===== src/logic/lbtc_defines.svh =====
/*
 register offsets, field positions, reset values and timing counts for the loopback and
 bit error rate test control block; assumes a 40 MHz core clock and a 32-bit APB slave.
*/
`ifndef LBTC_DEFINES_SVH
`define LBTC_DEFINES_SVH

`define LBTC_CLK_HZ 40000000
`define LBTC_INJECT_PERIOD_MS 1000
`define LBTC_INJECT_CYCLES ((`LBTC_CLK_HZ / 1000) * `LBTC_INJECT_PERIOD_MS)
`define LBTC_BIT_DIV 40

`define LBTC_ADDR_CTRL 12'h000
`define LBTC_ADDR_STATUS 12'h004
`define LBTC_ADDR_ERRCNT 12'h008
`define LBTC_ADDR_NUMCMD 12'h00c
`define LBTC_ADDR_NUMLO 12'h010
`define LBTC_ADDR_NUMHI 12'h014
`define LBTC_ADDR_DIAL 12'h018

`define LBTC_CTRL_LOCAL_BIT 0
`define LBTC_CTRL_REMOTE_BIT 1
`define LBTC_CTRL_PATTERN_BIT 2
`define LBTC_CTRL_TERMEN_BIT 3
`define LBTC_CTRL_RESET 32'h00000000

`define LBTC_NUM_DIGITS 12
`define LBTC_DIGIT_W 4

`endif


===== src/logic/lbtc_pkg.sv =====
/*
 types for the loopback and bit error rate test control block;
 assumes lbtc_defines.svh is available for the constants.
*/
package lbtc_pkg;
   typedef enum logic [2:0] {
      LBTC_LOOP_NONE = 3'b001,
      LBTC_LOOP_LOCAL = 3'b010,
      LBTC_LOOP_REMOTE = 3'b100
   } lbtc_loop_e;

   typedef struct packed {
      logic localLoop;
      logic remoteLoop;
      logic pattern;
      logic patternInject;
   } lbtc_panel_s;

   typedef struct packed {
      logic lineSide;
      logic dataSide;
   } lbtc_central_s;

   typedef logic [47:0] lbtc_number_t;
endpackage : lbtc_pkg


===== src/logic/lbtc_test_control.sv =====
/*
 loopback, pattern test and stored-number control of a digital line unit, with an APB
 register slave; assumes panel, terminal and line-sense inputs are asynchronous levels
 and that the line codec and the dialer sit outside and act on the strobes here.
*/
// How it works
// - error count restarts whenever software reads it: at zero, or at one if a bit error comes in the read cycle
// - local loop feeds transmit into receive and lights test indicator
// - local loop from panel, terminal lead or control register
// - terminal local lead counts only when terminal loop enable is set
// - remote loop from panel, terminal lead or control register
// - terminal remote lead counts only when terminal loop enable is set
// - remote loop asks far unit to echo data back over the line
// - sealing current reversal loops line receive to transmit, lights indicator
// - central office data-side signal loops data back, lights indicator
// - pattern switch sends continuous 511 pattern toward the far unit
// - detector compares against 511 sequence, pulses error per bad bit
// - inject mode flips one bit about once per second
// - pattern test runs alone or together with either loopback
// - control register can start plain 511 pattern transmission
// - inject mode only from panel, never from control port
// - stored number dialed on rising edge of terminal ready
// - empty store erases number and disables ready-triggered dialing
// - reading stored number leaves it unchanged
// - dial-new-number dials entered number, stored one unchanged
// - line violations also pulse error indicator
// - test indicator lit whenever any test mode is active
`include "lbtc_defines.svh"

module lbtc_test_control #(
   parameter int INJECT_CYCLES = `LBTC_INJECT_CYCLES,
   parameter int BIT_DIV = `LBTC_BIT_DIV
) (
   input wire logic core_clk,
   input wire logic rst,
   input wire logic psel,
   input wire logic penable,
   input wire logic pwrite,
   input wire logic [11:0] paddr,
   input wire logic [31:0] pwdata,
   output logic [31:0] prdata,
   output logic pready,
   output logic pslverr,
   input wire lbtc_pkg::lbtc_panel_s panelIn,
   input wire logic terminal_local_loop_lead,
   input wire logic terminal_remote_loop_lead,
   input wire logic terminalReady,
   input wire lbtc_pkg::lbtc_central_s centralIn,
   input wire logic lineViolation,
   input wire logic rxData,
   output logic txPatternBit,
   output logic patternActive,
   output logic local_analog_loopback,
   output logic remote_digital_loopback,
   output logic lineSideLoop,
   output logic dataSideLoop,
   output logic test_mode_indicator,
   output logic error_indicator,
   output logic dialStrobe,
   output lbtc_pkg::lbtc_number_t dialNumber
);
   initial begin
      if (BIT_DIV < 2 || INJECT_CYCLES < 2) begin
         $error("lbtc_test_control: BIT_DIV and INJECT_CYCLES must be at least 2");
      end
   end

   // three-stage synchroniser for asynchronous levels
   localparam int NSYNC = 10;
   logic [NSYNC-1:0] asyncIn;
   logic [NSYNC-1:0] s1_ff, s2_ff, s3_ff, nxt_s1, nxt_s2, nxt_s3;
   logic [NSYNC-1:0] clean_ff, nxt_clean;
   assign asyncIn = {panelIn, terminal_local_loop_lead, terminal_remote_loop_lead,
                     terminalReady, centralIn, rxData};
   always_comb begin
      nxt_s1 = asyncIn;
      nxt_s2 = s1_ff;
      nxt_s3 = s2_ff;
      nxt_clean = clean_ff;
      for (int i = 0; i < NSYNC; i++) begin
         if (s2_ff[i] == s3_ff[i]) begin
            nxt_clean[i] = s3_ff[i];
         end
      end
   end
   always_ff @(posedge core_clk or posedge rst) begin
      if (rst) begin
         s1_ff <= '0;
         s2_ff <= '0;
         s3_ff <= '0;
         clean_ff <= '0;
      end else begin
         s1_ff <= nxt_s1;
         s2_ff <= nxt_s2;
         s3_ff <= nxt_s3;
         clean_ff <= nxt_clean;
      end
   end
   logic pLocal, pRemote, pPattern, pInject, tLocal, tRemote, tReady, coLine, coData, rxBit;
   assign {pLocal, pRemote, pPattern, pInject, tLocal, tRemote, tReady, coLine, coData, rxBit}
      = {clean_ff[9:6], clean_ff[5], clean_ff[4], clean_ff[3], clean_ff[2], clean_ff[1],
         clean_ff[0]};

   // register file and APB
   logic [31:0] ctrl_ff, nxt_ctrl;
   logic [15:0] errCnt_ff, nxt_errCnt;
   lbtc_pkg::lbtc_number_t stored_ff, nxt_stored, entry_ff, nxt_entry;
   logic storedValid_ff, nxt_storedValid;
   logic [31:0] rdata_ff, nxt_rdata;
   logic ready_ff, nxt_ready, err_ff, nxt_err;
   logic dial_ff, nxt_dial;
   lbtc_pkg::lbtc_number_t dialNum_ff, nxt_dialNum;
   logic readyPrev_ff, nxt_readyPrev;
   logic access, wrAcc, rdAcc, bitErr;
   assign access = psel && penable && !ready_ff;
   assign wrAcc = access && pwrite;
   assign rdAcc = access && !pwrite;

   always_comb begin
      nxt_ctrl = ctrl_ff;
      nxt_stored = stored_ff;
      nxt_storedValid = storedValid_ff;
      nxt_entry = entry_ff;
      nxt_rdata = rdata_ff;
      nxt_ready = access;
      nxt_err = 1'b0;
      nxt_dial = 1'b0;
      nxt_dialNum = dialNum_ff;
      nxt_readyPrev = tReady;
      nxt_errCnt = errCnt_ff;
      if (rdAcc && paddr == `LBTC_ADDR_ERRCNT) begin
         nxt_errCnt = '0;
      end
      if (bitErr && nxt_errCnt != 16'hffff) begin
         nxt_errCnt = nxt_errCnt + 16'h0001;
      end
      if (tReady && !readyPrev_ff && storedValid_ff) begin
         nxt_dial = 1'b1;
         nxt_dialNum = stored_ff;
      end
      if (wrAcc) begin
         case (paddr)
            `LBTC_ADDR_CTRL: nxt_ctrl = {28'h0000000, pwdata[3:0]};
            `LBTC_ADDR_NUMLO: nxt_entry = {entry_ff[47:32], pwdata};
            `LBTC_ADDR_NUMHI: nxt_entry = {pwdata[15:0], entry_ff[31:0]};
            `LBTC_ADDR_NUMCMD: begin
               if (pwdata[0]) begin
                  nxt_stored = entry_ff;
                  nxt_storedValid = entry_ff != '0;
               end
               if (pwdata[1]) begin
                  nxt_dial = 1'b1;
                  nxt_dialNum = entry_ff;
               end
            end
            `LBTC_ADDR_STATUS, `LBTC_ADDR_ERRCNT, `LBTC_ADDR_DIAL: nxt_err = 1'b0;
            default: nxt_err = 1'b1;
         endcase
      end
      if (rdAcc) begin
         case (paddr)
            `LBTC_ADDR_CTRL: nxt_rdata = ctrl_ff;
            `LBTC_ADDR_STATUS: nxt_rdata = {24'h000000, storedValid_ff, patternActive,
               pInject, dataSideLoop, lineSideLoop, remote_digital_loopback,
               local_analog_loopback, test_mode_indicator};
            `LBTC_ADDR_ERRCNT: nxt_rdata = {16'h0000, errCnt_ff};
            `LBTC_ADDR_NUMCMD: nxt_rdata = '0;
            `LBTC_ADDR_NUMLO: nxt_rdata = stored_ff[31:0];
            `LBTC_ADDR_NUMHI: nxt_rdata = {16'h0000, stored_ff[47:32]};
            `LBTC_ADDR_DIAL: nxt_rdata = {16'h0000, dialNum_ff[47:32]};
            default: begin
               nxt_rdata = '0;
               nxt_err = 1'b1;
            end
         endcase
      end
   end
   always_ff @(posedge core_clk or posedge rst) begin
      if (rst) begin
         ctrl_ff <= `LBTC_CTRL_RESET;
         stored_ff <= '0;
         storedValid_ff <= 1'b0;
         entry_ff <= '0;
         rdata_ff <= '0;
         ready_ff <= 1'b0;
         err_ff <= 1'b0;
         dial_ff <= 1'b0;
         dialNum_ff <= '0;
         readyPrev_ff <= 1'b0;
         errCnt_ff <= '0;
      end else begin
         ctrl_ff <= nxt_ctrl;
         stored_ff <= nxt_stored;
         storedValid_ff <= nxt_storedValid;
         entry_ff <= nxt_entry;
         rdata_ff <= nxt_rdata;
         ready_ff <= nxt_ready;
         err_ff <= nxt_err;
         dial_ff <= nxt_dial;
         dialNum_ff <= nxt_dialNum;
         readyPrev_ff <= nxt_readyPrev;
         errCnt_ff <= nxt_errCnt;
      end
   end
   assign prdata = rdata_ff;
   assign pready = ready_ff;
   assign pslverr = err_ff;
   assign dialStrobe = dial_ff;
   assign dialNumber = dialNum_ff;

   // loopback selection
   logic termEn, reqLocal, reqRemote;
   lbtc_pkg::lbtc_loop_e loop_ff, nxt_loop;
   assign termEn = ctrl_ff[`LBTC_CTRL_TERMEN_BIT];
   assign reqLocal = pLocal || (termEn && tLocal) || ctrl_ff[`LBTC_CTRL_LOCAL_BIT];
   assign reqRemote = pRemote || (termEn && tRemote)
      || ctrl_ff[`LBTC_CTRL_REMOTE_BIT];
   always_comb begin
      nxt_loop = loop_ff;
      case (loop_ff)
         lbtc_pkg::LBTC_LOOP_NONE: begin
            if (reqLocal) begin
               nxt_loop = lbtc_pkg::LBTC_LOOP_LOCAL;
            end else if (reqRemote) begin
               nxt_loop = lbtc_pkg::LBTC_LOOP_REMOTE;
            end
         end
         lbtc_pkg::LBTC_LOOP_LOCAL: begin
            if (!reqLocal) begin
               nxt_loop = lbtc_pkg::LBTC_LOOP_NONE;
            end
         end
         lbtc_pkg::LBTC_LOOP_REMOTE: begin
            if (!reqRemote) begin
               nxt_loop = lbtc_pkg::LBTC_LOOP_NONE;
            end
         end
         default: nxt_loop = lbtc_pkg::LBTC_LOOP_NONE;
      endcase
   end

   // pattern generator and detector
   logic [8:0] gen_ff, nxt_gen, det_ff, nxt_det;
   logic [$clog2(BIT_DIV)-1:0] div_ff, nxt_div;
   logic [$clog2(INJECT_CYCLES)-1:0] inj_ff, nxt_inj;
   logic injPend_ff, nxt_injPend;
   logic txBit_ff, nxt_txBit, errInd_ff, nxt_errInd;
   logic patOn, bitTick, expBit;
   logic patAct_ff, lal_ff, rdl_ff, lsl_ff, dsl_ff, tm_ff;
   assign patOn = pPattern || pInject || ctrl_ff[`LBTC_CTRL_PATTERN_BIT];
   assign bitTick = div_ff == '0;
   assign expBit = det_ff[8] ^ det_ff[4];
   assign bitErr = patAct_ff && bitTick && (rxBit != expBit);
   always_comb begin
      nxt_div = bitTick ? ($clog2(BIT_DIV))'(BIT_DIV - 1) : div_ff - 1'b1;
      nxt_gen = gen_ff;
      nxt_det = det_ff;
      nxt_txBit = txBit_ff;
      nxt_inj = inj_ff;
      nxt_injPend = injPend_ff;
      if (inj_ff == '0) begin
         nxt_inj = ($clog2(INJECT_CYCLES))'(INJECT_CYCLES - 1);
         nxt_injPend = pInject;
      end else begin
         nxt_inj = inj_ff - 1'b1;
      end
      if (bitTick && patOn) begin
         nxt_gen = {gen_ff[7:0], gen_ff[8] ^ gen_ff[4]};
         nxt_txBit = (gen_ff[8] ^ gen_ff[4]) ^ injPend_ff;
         if (injPend_ff) begin
            nxt_injPend = 1'b0;
         end
         nxt_det = {det_ff[7:0], rxBit};
      end
      if (gen_ff == '0) begin
         nxt_gen = 9'h1ff;
      end
      nxt_errInd = bitErr || lineViolation;
   end
   always_ff @(posedge core_clk or posedge rst) begin
      if (rst) begin
         loop_ff <= lbtc_pkg::LBTC_LOOP_NONE;
         gen_ff <= 9'h1ff;
         det_ff <= '0;
         div_ff <= '0;
         inj_ff <= '0;
         injPend_ff <= 1'b0;
         txBit_ff <= 1'b0;
         errInd_ff <= 1'b0;
         patAct_ff <= 1'b0;
         lal_ff <= 1'b0;
         rdl_ff <= 1'b0;
         lsl_ff <= 1'b0;
         dsl_ff <= 1'b0;
         tm_ff <= 1'b0;
      end else begin
         loop_ff <= nxt_loop;
         gen_ff <= nxt_gen;
         det_ff <= nxt_det;
         div_ff <= nxt_div;
         inj_ff <= nxt_inj;
         injPend_ff <= nxt_injPend;
         txBit_ff <= nxt_txBit;
         errInd_ff <= nxt_errInd;
         patAct_ff <= patOn;
         lal_ff <= nxt_loop == lbtc_pkg::LBTC_LOOP_LOCAL;
         rdl_ff <= nxt_loop == lbtc_pkg::LBTC_LOOP_REMOTE;
         lsl_ff <= coLine;
         dsl_ff <= coData;
         tm_ff <= (nxt_loop != lbtc_pkg::LBTC_LOOP_NONE) || coLine || coData
            || patOn;
      end
   end
   assign txPatternBit = txBit_ff;
   assign patternActive = patAct_ff;
   assign local_analog_loopback = lal_ff;
   assign remote_digital_loopback = rdl_ff;
   assign lineSideLoop = lsl_ff;
   assign dataSideLoop = dsl_ff;
   assign test_mode_indicator = tm_ff;
   assign error_indicator = errInd_ff;
endmodule : lbtc_test_control


===== config.mk =====
export PLATFORM = sky130hd
export DESIGN_NAME = lbtc_test_control
export DESIGN_NICKNAME = d
export VERILOG_FILES = /design/src/logic/lbtc_pkg.sv /design/src/logic/lbtc_test_control.sv
export VERILOG_INCLUDE_DIRS = /design/src /design/src/logic
export SDC_FILE = /design/constraint.sdc
export NUM_CORES = 1
export LEC_CHECK = 0
export BUFFER_PORTS_ARGS = -buffer_cell sky130_fd_sc_hd__buf_2
export CAP_MARGIN = 20
export CORE_UTILIZATION = 40
export CTS_BUF_LIST = sky130_fd_sc_hd__clkbuf_8
export DETAILED_ROUTE_END_ITERATION = 7
export GPL_TIMING_DRIVEN = 0
export SKIP_LAST_GASP = 1
export SLEW_MARGIN = 5
export SYNTH_ARGS = -nofsm -noshare
export SYNTH_HDL_FRONTEND = slang
export SYNTH_SLANG_ARGS = --single-unit

===== constraint.sdc =====
create_clock -name core_clk -period 9.5 [get_ports core_clk]
set_input_delay 1.9 -clock core_clk [delete_from_list [all_inputs] [get_ports core_clk]]
set_output_delay 1.9 -clock core_clk [all_outputs]
set_load 0.01 [all_outputs]

==> out/metrics.yaml <==
outcome: "finished, violations left"
violations: "design-rule violations"
die_area_um2: 32400
cap_violations: 0
crit_start: "paddr[9]"
avgSynthCellArea_um2: 10.9
grt_util_all_layers: 0.210
power.switching_w: 0.000629
cts-root-buf: "clkbuf_8"
rr_endpoint: "errCnt_ff[15]"
cts_max_level: 2
crit_arrival_ns: 5.22
final-hold-violation-count: 0
drive_gt1_frac: 0.229
portBuffers: 149
clk_latency_ns: 0.59
crit_type: "in -> reg"
synth_cells: 1157
ys_ff_latch: 303
tightest_slew_ns: 1.03
critPathMaxFanout: 10
avgViaCountPerCell: 5.21
coreArea_um2: 30800
rr_startpoint: "pready"
cp-end-kind: "flip-flop"
slew_headroom: 0.309
setup-violations-final: 0
hpwl_mm: 24.2
power_frac_seq: 0.513
switching_share: 0.238
period_share: 0.497
numCtsBuffers: 51
grt_pass1_vias: 9294
initial_core_util: 0.411
r2r_cells: 9
wl_mm: 33.5
cts_tree: "done"
clock.fmax_ghz: 0.212
synth_edf_count: 0
cts_resized: 0
synth_fp_nets: 1220
antenna_found_initial: 3
die_h_um: 180
clk_pin_slew_ns: 0.06
fin_nets: 1431
required_ns: 10.00
postRouteAntennaNets: 0
drtIter0Drc: 584
ys_async_sr_fraction: 1.00
clock-sinks: 303
finClkSkew_ns: 0.0325
num_vias: 9413
grt_pass1_wl_mm: 53.0
critPathLaunchType: "input port"
rsz0062_at_grt: "false"
io_pins: 151
grt_max_degree: 41
p_comb_frac: 0.050
holdBufCountCts: 0
synth_flop_cell: "dfrtp_1"
drc: 14
clockBufferDepth: 3
wl_per_cell_um: 18.5
ys_types: 53
slew_viol_final: 0
area_growth_pct: 19.4
powerDensity_nw_per_um2: 175
overflow: 0
dr.pass1.iters: 8
min_period_ns: 4.72
gp_congestion: 0.852
vdd.ir_drop.worst_mv: 0.0976
hold_path_class: "reg -> reg"
post_cts_buffers: 0
endpoint: "errCnt_ff[15]"
num_rows: 64
intPower_w: 0.00201
syn_area_um2: 12700
final_cells: 1807
p_clk_frac: 0.437
finalSetupTns_ns: 0
ys_seq_area_frac: 0.600
reg2reg_slack_ns: 6.30
placed_cells: 1710
fp.dieW_um: 180
ys_warn_count: 0
leakagePower_nw: 7.30
## sequential cells by signal (all words and copies together) (netlist names), 3 cells and up
signal / count
nxt_s2: 10
det_ff: 9
prdata: 32
dialNumber: 48
stored_ff: 48
nxt_s3: 10
gen_ff: 9
errCnt_ff: 16
loop_ff: 3
s3_ff: 10
clean_ff: 10
entry_ff: 48
div_ff: 6
inj_ff: 26
ctrl_ff: 4
## power groups by stage
stage / Sequential [W] / Combinational (W) / Clock, W
5_1_grt: 0.00136 / 0.000147 / 0.00124
2_1_floorplan: 0.00137 / 0.0000705 / 0
3_3_place_gp: 0.00138 / 0.000122 / 0
6_report: 0.00135 / 0.000131 / 0.00115
4_1_cts: 0.00135 / 0.000134 / 0.00118
3_5_place_dp: 0.00138 / 0.000133 / 0
## final cells by class
cell class / count / area, um2
clock buffer: 60 / 826
multi-input combinational: 795 / 4810
timing repair buffer: 158 / 918
sequential: 303 / 7590
buffer: 52 / 230
antenna: 3 / 7.51
fill: 2891 / 15700
inverter: 7 / 30.0
tap: 396 / 495
clock inverter: 33 / 203
## placed cells by master (no fill, tap or decap), types with 9 or more instances in the layout
| cell type | instances |
|---|---|
| a22oi_1 | 18 |
| mux2_2 | 55 |
| inv_1 | 30 |
| a21oi_1 | 31 |
| a22o_1 | 22 |
| maj3_1 | 10 |
| nor3_1 | 26 |
| or3_1 | 13 |
| dfstp_2 | 10 |
| buf_2 | 163 |
| o21ai_0 | 76 |
| xor2_1 | 9 |
| nand2_1 | 271 |
| nand4_1 | 12 |
| nor2_1 | 47 |
| nand3_1 | 29 |
| clkbuf_8 | 60 |
| mux2i_1 | 61 |
| xnor2_1 | 19 |
| nor4_1 | 28 |
| clkbuf_1 | 31 |
| dfrtp_1 | 293 |
## metrics by stage
step	cell area (um2)	hold WS (ns)	power, W	util	worst slack [ns]
detailed placement	14100	0.335	0.00151	0.456	4.25
global placement	13900	0.333	0.00150	0.451	1.70
global route	15100	0.354	0.00275	0.490	4.64
finish	15100	0.347	0.00264	0.490	4.78
floorplan	12700	0.331	0.00144	-	3.58
CTS	15100	0.348	0.00267	0.490	4.86
## cells in the mapped netlist, types with 2 or more instances
cell	number	area [um2]
xnor2_1	19	166
inv_1	7	26.3
buf_1	3	11.3
and2_1	3	18.8
or4_1	2	15.0
mux2_2	55	619
or3_1	13	81.3
nor2b_1	5	31.3
nand2b_1	6	37.5
o21ai_0	76	380
and3_1	8	50.1
mux2i_1	61	611
clkbuf_1	31	116
a31oi_1	2	12.5
a21oi_1	31	155
nor4_1	28	175
nor4_2	2	25.0
dfstp_2	10	263
or2_2	3	18.8
a32oi_1	3	26.3
nand3_1	29	145
nor3_1	26	130
buf_2	13	65.1
a22o_1	22	193
o31ai_1	2	15.0
maj3_1	10	100
nor2_1	47	176
nor4b_1	4	35.0
and4b_1	2	20.0
buf_4	5	37.5
a211oi_1	2	15.0
ha_1	3	37.5
nor2_2	3	18.8
dfrtp_1	293	7330
nand4_1	12	75.1
nand4b_1	2	17.5
nand2_1	271	1020
a22oi_1	18	135
nand3b_1	3	22.5
xor2_1	9	78.8
## layer usage
layer	wire [um]	part of all wire	vias up	GRT usage
met3	1910	0.057	77	0.0373
met1	15300	0.46	4581	0.293
met2	15200	0.45	277	0.326
met5	0	0	-	0
met4	1080	0.032	0	0.0807
li1	-	-	4478	-
## worst min path at each step
stage                    from   endpoint  slack, ns  depth (start not counted)
finish              nxt_s2[7]  nxt_s3[7]       0.35                          0
detailed placement  nxt_s2[7]  nxt_s3[7]       0.33                          0
global placement    nxt_s2[8]  nxt_s3[8]       0.33                          0
floorplan           nxt_s2[0]  nxt_s3[0]       0.33                          0
global route        nxt_s2[4]  nxt_s3[4]       0.35                          0
CTS                 nxt_s2[2]  nxt_s3[2]       0.35                          0
## worst max-delay path, cell delays in order
cell	delay [ns]
buf_2	0.10
or4_4	0.59
nor3_4	0.41
nand4_1	0.30
and2_1	0.29
ha_1	0.25
nand4_1	0.20
nor4_2	0.15
or3_1	0.49
or3_1	0.39
a21oi_1	0.15
## cell families (layout without fill, tap and decap cells)
group | after synthesis | count (layout) | share of synthesized area
compound gates | 161 | 161 | 0.0768
simple gates | 475 | 475 | 0.173
mux | 117 | 117 | 0.0981
buf+inv | 59 | 310 | 0.0203
flops | 303 | 303 | 0.600
xor+xnor | 29 | 29 | 0.0213
other cells | 0 | 3 | 0
fa+ha+maj | 13 | 13 | 0.0109
Power figures use the tool's default switching activity.
